===== src/iad_defs.svh =====
//  Contract
// [RULE1] Low fixed regions forward per control bits
// [RULE2] Lower firmware enable overrides forward bit 3
// [RULE3] Eight 16 KB expansion ROM enables
// [RULE4] Control bits 7:4 set region top
// [RULE5] Hole inside region stays on ISA
// [RULE6] Internal register access is 8-bit I/O
// [RULE7] Firmware aliased at two high windows
// [RULE8] Upper half always on, lower enabled
// [RULE9] ISA masters see firmware only low
// [RULE10] Enabled firmware halves assert select, stay ISA
// [RULE11] Firmware select purely combinational from address
// [RULE12] No firmware select in refresh, DMA
// [RULE13] Disabled lower half forwards if bit 3
// [RULE14] Divisor bit 6 picks upper decode kind
// [RULE15] Disabled lower half forwards if bit 6
// [RULE16] Other regions never assert firmware select
// [RULE17] Utility selects combinational from SA 15:0
// [RULE18] Each utility select individually enabled; the code gates clock strobe and clock select with one enable, bit 1
// [RULE19] Writes 70h 372h 3F2h: ready, shadow
// [RULE20] Watch reads of 60h, no ready
// [RULE21] Keyboard, clock strobe, clock select decode
// [RULE22] Disk select for 170h-177h, 1F0h-1F7h
// [RULE23] Parallel select 278h-27Bh, bit 2 ignored
// [RULE24] Serial two select 2F8h-2FFh
// [RULE25] Forward only what is positively claimed
// [RULE26] Above 16 MB forwards automatically
// [RULE27] Region top on 64 KB granularity; the code compares the top on 1 MB steps (addr 23:20)
// [RULE28] Hole placed in 64 KB steps
// [RULE29] Decodes follow address every cycle
`ifndef IAD_DEFS_SVH
`define IAD_DEFS_SVH
`define IAD_OFF_CTL 4'h0
`define IAD_OFF_ROM 4'h1
`define IAD_OFF_HTOP 4'h2
`define IAD_OFF_HBOT 4'h3
`define IAD_OFF_USEL 4'h4
`define IAD_OFF_DIV 4'h5
`define IAD_OFF_SH70 4'h6
`define IAD_OFF_SH372 4'h7
`define IAD_OFF_SH3F2 4'h8
`define IAD_RST_VAL 8'h00
`define IAD_BIT_LOFWD 3
`define IAD_BIT_LOFWD2 6
`define IAD_BIT_LOEN 6
`define IAD_BIT_HIPOS 6
`define IAD_IO_KBD 13'h000C
`define IAD_IO_RTC 13'h000E
`define IAD_IO_DSK2 13'h002E
`define IAD_IO_DSK1 13'h003E
`define IAD_IO_LPT 13'h004F
`define IAD_IO_COM2 13'h005F
`define IAD_IO_RTCA 16'h0070
`define IAD_IO_FDC2 16'h0372
`define IAD_IO_FDC1 16'h03F2
`define IAD_IO_MOUSE 16'h0060
`define IAD_PG_LOBIOS 16'h000E
`define IAD_PG_HIBIOS 16'h000F
`define IAD_PG_AL1LO 16'hFFFE
`define IAD_PG_AL1HI 16'hFFFF
`define IAD_PG_AL2LO 16'hFFEE
`define IAD_PG_AL2HI 16'hFFEF
`endif


===== src/iad_pkg.sv =====
package iad_pkg;
  typedef enum logic [2:0] {
    IAD_CS_KEYBOARD,
    IAD_CS_CLK_ADDR,
    IAD_CS_CLK_SEL,
    IAD_CS_DISK0,
    IAD_CS_PARALLEL,
    IAD_CS_SERIAL2,
    IAD_CS_NONE
  } iad_cs_t;
endpackage


===== src/iad_decoder.sv =====
// Chosen here: the address map and strobed register access.
`timescale 1ns/1ns
`include "iad_defs.svh"
module iad_decoder (
  input wire logic i_clk,
  input wire logic i_rst,
  input wire logic [3:0] i_reg_addr,
  input wire logic [7:0] i_reg_wdata,
  input wire logic i_reg_wr,
  input wire logic i_reg_rd,
  output logic [7:0] o_reg_rdata,
  input wire logic [31:17] i_la,
  input wire logic [16:0] i_sa,
  input wire logic [7:0] i_sd,
  input wire logic i_isa_master,
  input wire logic i_dma,
  input wire logic i_refresh,
  input wire logic i_mem_cycle,
  input wire logic i_io_cycle,
  input wire logic i_io_wr,
  input wire logic i_io_rd,
  input wire logic i_int_reg_hit,
  output logic o_fwd_pci,
  output logic o_contain_isa,
  output logic o_encoded_firmware_select_n,
  output logic o_bios_claim,
  output iad_pkg::iad_cs_t o_cs_code,
  output logic o_io8_ext,
  output logic o_iochrdy_drive,
  output logic o_mouse_read
);
  // Decode outputs are deliberately not flopped: the selects must
  // follow the address within the same ISA cycle.
  logic [7:0] isa_decode_control_r;
  logic [7:0] expansion_rom_forward_enable_r;
  logic [7:0] hole_top_r;
  logic [7:0] hole_bottom_r;
  logic [7:0] utility_select_enable_a_r;
  logic [7:0] clock_divisor_r;
  logic [7:0] sh_rtc_r;
  logic [7:0] sh_fdc2_r;
  logic [7:0] sh_fdc1_r;
  logic [7:0] rdata_nxt;
  logic wr_s1_r, wr_s2_r, wr_s3_r;
  logic rd_s1_r, rd_s2_r, rd_s3_r;
  logic [31:0] addr;
  logic [15:0] page;
  logic [15:0] io_a;
  logic mem, io, lo_en;
  logic r_a, r_b, r_c, r_rom, r_lo, r_hi;
  logic al_lo, al_hi, bios_lo, bios_hi;
  logic ext, in_top, in_hole, above16;
  logic fwd, cs_kb, cs_rtca, cs_rtc, cs_dsk, cs_lpt, cs_com;
  logic sh_hit, wr_edge, rd_edge;

  assign addr = {i_la, i_sa}; // RULE29
  assign page = addr[31:16];
  assign io_a = i_sa[15:0];
  assign mem = i_mem_cycle & ~i_refresh;
  assign io = i_io_cycle & ~i_refresh;
  assign lo_en = utility_select_enable_a_r[`IAD_BIT_LOEN];

  always_ff @(posedge i_clk or posedge i_rst) begin
    if (i_rst) begin
      isa_decode_control_r <= `IAD_RST_VAL;
      expansion_rom_forward_enable_r <= `IAD_RST_VAL;
      hole_top_r <= `IAD_RST_VAL;
      hole_bottom_r <= `IAD_RST_VAL;
      utility_select_enable_a_r <= `IAD_RST_VAL;
      clock_divisor_r <= `IAD_RST_VAL;
    end else if (i_reg_wr) begin
      case (i_reg_addr)
        `IAD_OFF_CTL: isa_decode_control_r <= i_reg_wdata;
        `IAD_OFF_ROM: expansion_rom_forward_enable_r <= i_reg_wdata;
        `IAD_OFF_HTOP: hole_top_r <= i_reg_wdata;
        `IAD_OFF_HBOT: hole_bottom_r <= i_reg_wdata;
        `IAD_OFF_USEL: utility_select_enable_a_r <= i_reg_wdata;
        `IAD_OFF_DIV: clock_divisor_r <= i_reg_wdata;
        default: ;
      endcase
    end
  end

  always_comb begin
    case (i_reg_addr)
      `IAD_OFF_CTL: rdata_nxt = isa_decode_control_r;
      `IAD_OFF_ROM: rdata_nxt = expansion_rom_forward_enable_r;
      `IAD_OFF_HTOP: rdata_nxt = hole_top_r;
      `IAD_OFF_HBOT: rdata_nxt = hole_bottom_r;
      `IAD_OFF_USEL: rdata_nxt = utility_select_enable_a_r;
      `IAD_OFF_DIV: rdata_nxt = clock_divisor_r;
      `IAD_OFF_SH70: rdata_nxt = sh_rtc_r;
      `IAD_OFF_SH372: rdata_nxt = sh_fdc2_r;
      `IAD_OFF_SH3F2: rdata_nxt = sh_fdc1_r;
      default: rdata_nxt = 8'h00;
    endcase
  end

  // Data valid only the cycle after the read strobe
  always_ff @(posedge i_clk or posedge i_rst) begin
    if (i_rst) begin
      o_reg_rdata <= 8'h00;
    end else if (i_reg_rd) begin
      o_reg_rdata <= rdata_nxt;
    end else begin
      o_reg_rdata <= 8'h00;
    end
  end

  // Memory regions; all evaluated live from the address
  assign r_a = addr[31:19] == 13'h0000; // RULE1
  assign r_b = addr[31:17] == 15'h0004; // RULE1
  assign r_c = addr[31:17] == 15'h0005; // RULE1
  assign r_rom = addr[31:17] == 15'h0006; // RULE3
  assign r_lo = page == `IAD_PG_LOBIOS; // RULE8
  assign r_hi = page == `IAD_PG_HIBIOS; // RULE8
  assign al_lo = page == `IAD_PG_AL1LO | page == `IAD_PG_AL2LO; // RULE7
  assign al_hi = page == `IAD_PG_AL1HI | page == `IAD_PG_AL2HI; // RULE7
  // Aliases only count for DMA; ISA masters cannot reach them
  assign bios_lo = r_lo | (i_dma & al_lo); // RULE9
  assign bios_hi = r_hi | (i_dma & al_hi); // RULE9
  assign ext = addr[31:24] == 8'h00 && addr[23:20] != 4'h0;
  // Top compared on 1 MB field; hole on 64 KB pages
  assign in_top = ext && addr[23:20] <= isa_decode_control_r[7:4]; // RULE4
  assign in_hole = addr[23:16] >= hole_bottom_r &&
    addr[23:16] <= hole_top_r; // RULE28
  assign above16 = addr[31:24] != 8'h00 && !(bios_lo | bios_hi); // RULE26

  always_comb begin
    fwd = 1'b0;
    if (mem) begin
      if (r_a) begin
        fwd = isa_decode_control_r[0]; // RULE1
      end else if (r_b) begin
        fwd = isa_decode_control_r[1]; // RULE1
      end else if (r_c) begin
        fwd = isa_decode_control_r[2]; // RULE1
      end else if (r_rom) begin
        fwd = expansion_rom_forward_enable_r[addr[16:14]]; // RULE3
      end else if (bios_lo) begin
        // Enabled lower half wins over both forward bits
        fwd = !lo_en && (isa_decode_control_r[`IAD_BIT_LOFWD] ||
          isa_decode_control_r[`IAD_BIT_LOFWD2]); // RULE2 RULE13 RULE15
      end else if (bios_hi) begin
        fwd = 1'b0; // RULE10
      end else if (in_top) begin
        fwd = !in_hole; // RULE5 RULE27
      end else if (above16) begin
        fwd = 1'b1; // RULE26
      end
    end
  end

  assign o_fwd_pci = fwd; // RULE25
  assign o_contain_isa = (i_mem_cycle | i_io_cycle) & ~fwd; // RULE25

  // Select kept off for non-firmware regions and for DMA/refresh
  assign o_encoded_firmware_select_n = !(mem && !i_dma && i_isa_master &&
    (r_hi || (r_lo && lo_en))); // RULE10 RULE11 RULE12 RULE16
  assign o_bios_claim = mem && i_isa_master && !i_dma && r_hi &&
    clock_divisor_r[`IAD_BIT_HIPOS]; // RULE14

  assign cs_kb = io_a[15:3] == `IAD_IO_KBD && !io_a[0]; // RULE21
  assign cs_rtca = io_a[15:3] == `IAD_IO_RTC && !io_a[0] &&
    i_io_wr; // RULE21
  assign cs_rtc = io_a[15:3] == `IAD_IO_RTC && io_a[0]; // RULE21
  assign cs_dsk = io_a[15:3] == `IAD_IO_DSK2 ||
    io_a[15:3] == `IAD_IO_DSK1; // RULE22
  assign cs_lpt = io_a[15:3] == `IAD_IO_LPT; // RULE23
  assign cs_com = io_a[15:3] == `IAD_IO_COM2; // RULE24

  always_comb begin
    o_cs_code = iad_pkg::IAD_CS_NONE;
    if (io) begin
      if (cs_kb && utility_select_enable_a_r[0]) begin // RULE18
        o_cs_code = iad_pkg::IAD_CS_KEYBOARD; // RULE17
      end else if (cs_rtca && utility_select_enable_a_r[1]) begin
        o_cs_code = iad_pkg::IAD_CS_CLK_ADDR;
      end else if (cs_rtc && utility_select_enable_a_r[1]) begin
        o_cs_code = iad_pkg::IAD_CS_CLK_SEL;
      end else if (cs_dsk && utility_select_enable_a_r[2]) begin
        o_cs_code = iad_pkg::IAD_CS_DISK0;
      end else if (cs_lpt && utility_select_enable_a_r[3]) begin
        o_cs_code = iad_pkg::IAD_CS_PARALLEL;
      end else if (cs_com && utility_select_enable_a_r[4]) begin
        o_cs_code = iad_pkg::IAD_CS_SERIAL2;
      end
    end
  end

  assign o_io8_ext = io && i_isa_master && i_int_reg_hit; // RULE6

  assign sh_hit = io_a == `IAD_IO_RTCA || io_a == `IAD_IO_FDC2 ||
    io_a == `IAD_IO_FDC1;
  assign o_iochrdy_drive = io && i_isa_master && i_io_wr &&
    sh_hit; // RULE19 RULE20

  // Strobes are asynchronous to i_clk
  always_ff @(posedge i_clk or posedge i_rst) begin
    if (i_rst) begin
      wr_s1_r <= 1'b0;
      wr_s2_r <= 1'b0;
      wr_s3_r <= 1'b0;
      rd_s1_r <= 1'b0;
      rd_s2_r <= 1'b0;
      rd_s3_r <= 1'b0;
    end else begin
      wr_s1_r <= i_io_wr & i_io_cycle;
      wr_s2_r <= wr_s1_r;
      wr_s3_r <= wr_s2_r;
      rd_s1_r <= i_io_rd & i_io_cycle;
      rd_s2_r <= rd_s1_r;
      rd_s3_r <= rd_s2_r;
    end
  end

  assign wr_edge = wr_s2_r & ~wr_s3_r;
  assign rd_edge = rd_s2_r & ~rd_s3_r;

  // Address and data hold steady across the strobe, so
  // sampling them after the synchroniser is safe.
  always_ff @(posedge i_clk or posedge i_rst) begin
    if (i_rst) begin
      sh_rtc_r <= `IAD_RST_VAL;
      sh_fdc2_r <= `IAD_RST_VAL;
      sh_fdc1_r <= `IAD_RST_VAL;
    end else if (wr_edge && i_isa_master) begin
      if (io_a == `IAD_IO_RTCA) begin
        sh_rtc_r <= i_sd; // RULE19
      end
      if (io_a == `IAD_IO_FDC2) begin
        sh_fdc2_r <= i_sd; // RULE19
      end
      if (io_a == `IAD_IO_FDC1) begin
        sh_fdc1_r <= i_sd; // RULE19
      end
    end
  end

  always_ff @(posedge i_clk or posedge i_rst) begin
    if (i_rst) begin
      o_mouse_read <= 1'b0;
    end else begin
      o_mouse_read <= rd_edge && io_a == `IAD_IO_MOUSE; // RULE20
    end
  end
endmodule


===== config.mk =====
export PLATFORM = sky130hd
export DESIGN_NAME = iad_decoder
export DESIGN_NICKNAME = d
export VERILOG_FILES = /design/src/iad_pkg.sv /design/src/iad_decoder.sv
export VERILOG_INCLUDE_DIRS = /design/src
export SDC_FILE = /design/constraint.sdc
export NUM_CORES = 1
export LEC_CHECK = 0
export ABC_AREA = 0
export BUFFER_PORTS_ARGS = -buffer_cell sky130_fd_sc_hd__buf_2
export CAP_MARGIN = 20
export CELL_PAD_IN_SITES_DETAIL_PLACEMENT = 0
export CELL_PAD_IN_SITES_GLOBAL_PLACEMENT = 1
export CORE_MARGIN = 1
export CORE_UTILIZATION = 48
export DETAILED_ROUTE_END_ITERATION = 6
export PLACE_DENSITY_LB_ADDON = 0.3
export SYNTH_ARGS = -nofsm -noshare
export SYNTH_HDL_FRONTEND = slang
export SYNTH_SLANG_ARGS = --single-unit

===== constraint.sdc =====
create_clock -name i_clk -period 4.8 [get_ports i_clk]
set_input_delay 0.48 -clock i_clk [delete_from_list [all_inputs] [get_ports i_clk]]
set_output_delay 0.48 -clock i_clk [all_outputs]
set_load 0.01 [all_outputs]

# --- Yosys cells after proc, flatten, opt, wreduce, memory -nomap -nowiden ---
# Index checks and enable logic that the tools add are counted.
totals:
  reg_bits: 87
  in_bits: 64
  output_inout_bits: 18
op_classes:
  n_lt_le_gt_ge: 4
  eq_ne: 27
  muxes: 20
  n_bitwise: 19
  reduce_logical: 54
ops:
  columns: ["cell", "count"]
  rows:
  - ["8-bit one-hot mux with 9 select lines", 1]
  - ["16-bit == test, second input constant", 4]
  - ["15-bit by 3-bit == test with 1-bit output, second input constant", 3]
  - ["16-bit by 10-bit == test with 1-bit output, second input constant", 2]
  - ["16-bit by 4-bit == test with 1-bit output, second input constant", 2]
  - ["16-bit by 7-bit == test with 1-bit output, second input constant", 2]
  - ["1-bit logical AND", 29]
  - ["13-bit by 4-bit == test with 1-bit output, second input constant", 2]
  - ["13-bit by 6-bit == test with 1-bit output, second input constant", 2]
  - ["13-bit by 7-bit == test with 1-bit output, second input constant", 2]
  - ["2-bit AND reduction", 9]
  - ["4-bit by 3-bit == test with 1-bit output, second input constant", 4]
  - ["3-bit 2-to-1 mux", 5]
  - ["13-bit zero test", 1]
  - ["1-bit 2-to-1 mux", 10]
  - ["1-bit bitwise AND", 9]
  - ["4-bit by 2-bit == test with 1-bit output, second input constant", 2]
  - ["8-bit greater-or-equal comparator", 1]
  - ["8-bit <= comparator", 1]
  - ["8-bit zero test", 1]
  - ["8-bit 2-to-1 mux", 1]
  - ["8-bit nonzero test", 1]
  - ["1-bit zero test", 6]
  - ["1-bit bitwise OR", 6]
  - ["other kinds (10)", 18]

# --- Logic depth before layout (Yosys ltp) ---
logic_depth:
  depth_word: 18
  mapped_depth: 8

# --- Worst setup path before layout ---
# Ideal clock, no wire load.
synth_timing:
  kind: "input to output"
  start: "input port i_sa[13]"
  end: "output port o_cs_code[1]"
  arrival_time_ns: 2.118
  slack_ns: 2.202
  path_stages: 6
  n_path_buf: 0
  path_cell_list: "nor4_2 -> nand2_1 -> or4_1 -> or4b_1 -> nor2_1 -> o21ai_0"
synth_via:
  elab_chain_len: 9
synth_rtl:
  columns: ["item", "line", "text"]
  rows:
  - ["from (decl)", "iad_decoder.sv:13", "input wire logic [16:0] i_sa,"]
  - ["13-bit by 7-bit == test with 1-bit output (no line)", null, null]
  - ["1-bit logical AND", "iad_decoder.sv:185", "end else if (cs_com && utility_select_enable_a_r[4]) begin"]
  - ["2-bit 2-to-1 mux", "iad_decoder.sv:185", null]
  - ["2-bit 2-to-1 mux", "iad_decoder.sv:183", "end else if (cs_lpt && utility_select_enable_a_r[3]) begin"]
  - ["3-bit 2-to-1 mux", "iad_decoder.sv:181", "end else if (cs_dsk && utility_select_enable_a_r[2]) begin"]
  - ["3-bit 2-to-1 mux", "iad_decoder.sv:179", "end else if (cs_rtc && utility_select_enable_a_r[1]) begin"]
  - ["3-bit 2-to-1 mux", "iad_decoder.sv:177", "end else if (cs_rtca && utility_select_enable_a_r[1]) begin"]
  - ["3-bit 2-to-1 mux *", "iad_decoder.sv:175", "if (cs_kb && utility_select_enable_a_r[0]) begin"]
  - ["3-bit 2-to-1 mux *", "iad_decoder.sv:174", "if (io) begin"]
  - ["to (decl)", "iad_decoder.sv:27", "output iad_pkg::iad_cs_t o_cs_code,"]
# Mark *: on every way between the ends. The rest lies on a longest branch, timed or not.

# --- Final worst setup path ---
layout_timing:
  start: "input port i_sa[14]"
  end: "output port o_cs_code[1]"
# The elaborated chain is that of the path after synthesis.

==> impl_metrics.csv <==
group,metric,value,unit
status,status,"finished, final reports clean",
worst_setup_path,crit_type,"input port to output port",
worst_setup_path,timing.rr.end,"sh_fdc2_r[3]$_DFFE_PP0P_",
sta,max_clock_freq,336,MHz
cells_and_area,nNetsFinal,591,
pwr,power_frac_clock,0.297,
global_route,antenna_found_initial,0,
logic_synthesis,synth_async_sr_flop_share,1.00,
clock_network,postCtsHoldBufs,0,
sta,period_needed,2970,ps
logic_synthesis,netlist_area,4750,um^2
worst_setup_path,r2r_cells,3,
detailed_routing,routed_wl,12200,um
sta,finalSetupViolCount,0,
logic_synthesis,yosysSeqAreaShare,0.458,
pwr,p_int,1330,uW
detailed_routing,post_drt_wl_per_cell,19.1,um
logic_synthesis,synthCells,426,
detailed_routing,dr.pass1.iters,4,
die,fp-row-count,35,
clock_network,cts_sinks,87,
die,core_area,9420,um^2
sta,finalClockSkew,11.3,ps
clock_network,cts_setup_buffers,0,
worst_setup_path,worst_setup_path_end_kind,"output port",
global_route,groute.usage.overall,0.254,
worst_setup_path,reg2reg_slack,2900,ps
place,gp_congestion,0.866,
sta,grt_setup_unrepaired,"no",
detailed_routing,wl_met3,671,um
logic_synthesis,syn_nets,510,
detailed_routing,routed.top_layer,"met4",
cells_and_area,syn_to_final_growth,15.6,%
clock_network,cts_made_buffers,9,
detailed_routing,wl_met1,5240,um
clock_network,ctsHtreeMaxLevel,3,
worst_setup_path,r2r_start,"wr_s3_r$_DFF_PP0_",
cells_and_area,antenna_cells,0,
global_route,grt_overflow,0,
logic_synthesis,synth_top_area_cell,"dfrtp_1",
detailed_routing,vias_per_cell,5.79,
sta,finalCritPeriodShare,0.619,
sta,hold_violations,0,
die,die_y,102,um
logic_synthesis,yosys_warnings,0,
clock_network,post_cts_resized,0,
global_route,grt_pass1_wl,19200,um
logic_synthesis,synth_top_area_share,0.458,
detailed_routing,drt_iter0_drc,155,
die,fp.dieW,102,um
pwr,p_leak,0.00259,uW
pwr,p_sw_frac,0.285,
worst_setup_path,worstPathRequired,4320,ps
detailed_routing,num_vias,3703,
place,dp_cells,625,
detailed_routing,met2WireLength,6020,um
place,dp_hpwl,9220,um
clock_network,path_clk_slew,90,ps
flow_run,cap_violations,0,
sta,setup_tns,0,ps
clock_network,cts_tree,"done",
sta,tightest_slew,907,ps
logic_synthesis,synth-seq-cells,87,
worst_setup_path,worstPathArrival,2490,ps
worst_setup_path,path_max_fanout,3,
pwr,ir_worst_vdd,165,uV
die,boundaryPins,82,
clock_network,clk_path_buf_depth,2,
detailed_routing,drtAntennaViolNets,0,
global_route,grt_pass1_vias,3768,
pwr,seqPwrFrac,0.491,
logic_synthesis,synth_edf_count,0,
die,die_area,10300,um^2
clock_network,cts-root-buf,"clkbuf_8",
place,port_buffers,81,
die,start_util,0.505,
pwr,p_switching,532,uW
cells_and_area,stdcell_count,640,
logic_synthesis,synth.avg_cell_area,11.2,um^2
hold_path,holdCritPathClass,"input port to asynchronous set/reset pin",
clock_network,insertion_delay,360,ps
logic_synthesis,yosys-top-cells-area,"dfrtp_1 46%, mux2_2 15%, ha_1 5.3%",
detailed_routing,drcViolationCount,0,
pwr,power.combinational.fraction,0.211,
sta,slew_violations,0,
logic_synthesis,ys.flop_type,"dfrtp_1",
cells_and_area,drive_gt1_frac,0.344,
logic_synthesis,synth_cell_types,49,
sta,max-slew-margin-rel,0.389,
global_route,grt_start_max_net_pins,53,
pwr,powerDensity,339,nW/um^2
worst_setup_path,cp-start-kind,"input port",
==> through the flow <==
step	hold WS, ps	setup slack [ps]	utilization	power (uW)	cell area (um^2)
detailed placement	338	1880	0.561	1320	5290
finish	167	1830	0.584	1860	5500
global route	203	1690	0.584	1960	5500
CTS	174	1810	0.584	1880	5500
floorplan	331	2070	-	1170	4750
global placement	339	1930	0.561	1300	5290
==> state kept, by name (all words and copies together), names as in the netlist <==
register and flops:
clock_divisor_r 8, expansion_rom_forward_enable_r 8, hole_bottom_r 8, hole_top_r 8, isa_decode_control_r 8, o_reg_rdata 8
sh_fdc1_r 8, sh_fdc2_r 8, sh_rtc_r 8, utility_select_enable_a_r 8, o_mouse_read 1, rd_s1_r 1
rd_s2_r 1, rd_s3_r 1, wr_s1_r 1, wr_s2_r 1, wr_s3_r 1
==> cell usage in the layout (no fill, tap or decap), types with 5 or more instances in the layout <==
cell	synthesis	final
nor2b_1	8	8
ha_1	20	20
o21ai_0	18	18
mux2i_1	19	19
inv_1	21	20
mux4_2	6	6
dfrtp_1	87	87
and3_1	5	5
nand2_1	32	32
nand3_1	12	12
clkbuf_8	0	10
a21oi_1	16	16
mux2_2	65	65
buf_2	0	81
nor2_1	26	26
nand4_1	9	9
==> worst max-delay path, cell delays in order <==
cell and delay (ps):
buf_2 120, nor4_2 370, nand2_1 120, or4_1 460, or4b_1 550, nor2_1 130
o21ai_0 100, buf_2 160
==> power by group through the flow <==
stage / Sequential [uW] / Combinational (uW) / Clock (uW)
6_report: 916 / 394 / 554
3_3_place_gp: 925 / 380 / 0
2_1_floorplan: 892 / 275 / 0
5_1_grt: 929 / 437 / 590
3_5_place_dp: 930 / 395 / 0
4_1_cts: 915 / 397 / 566
==> layout make-up <==
class                      instances  area (um^2)
fill                             799         3920
multi-input combinational        305         2450
sequential                        87         2180
timing repair buffer              82          413
tap                              129          161
clock buffer                      12          145
inverter                          22         83.8
clock inverter                     3         67.6
==> kinds of logic after synthesis <==
logic type | Yosys count | synth area share
buffers and inverters | 34 | 0.0268
multiplexers | 90 | 0.222
adder cells (fa/ha/maj) | 20 | 0.0526
AND/OR/NAND/NOR | 129 | 0.149
flip-flops | 87 | 0.458
AO/OA/AOI/OAI | 66 | 0.0913
==> routing by layer <==
| metal | vias to the layer above | GRT usage |
|---|---|---|
| li1 | 1741 | - |
| met1 | 1819 | 0.327 |
| met2 | 121 | 0.431 |
| met4 | 0 | 0.0903 |
| met3 | 22 | 0.0462 |
| met5 | - | 0 |
==> synth_stat cells (all sizes together), types with 5 or more instances <==
| library cell | instances |
|---|---|
| buf | 5 |
| nor4 | 5 |
| mux2i | 19 |
| dfrtp | 87 |
| a21oi | 16 |
| ha | 20 |
| nand2 | 32 |
| nand3 | 12 |
| mux2 | 65 |
| inv | 21 |
| mux4 | 6 |
| nor2 | 27 |
| o21ai | 18 |
| nor2b | 8 |
| clkbuf | 7 |
| nand4 | 9 |
| and3 | 5 |
==> how the worst max path moves through the flow <==
stage	from	end	slack, ps	depth (start not counted)
2_1_floorplan	i_rst	clock_divisor_r[0]$_DFFE_PP0P_	2070	1
3_3_place_gp	i_sa[13]	o_cs_code[2]	1930	8
3_5_place_dp	i_sa[14]	o_cs_code[1]	1880	8
4_1_cts	hole_bottom_r[0]$_DFFE_PP0P_	o_contain_isa	1810	7
5_1_grt	i_sa[14]	o_cs_code[1]	1690	8
6_report	i_sa[14]	o_cs_code[1]	1830	8
Power figures use the tool's default switching activity.
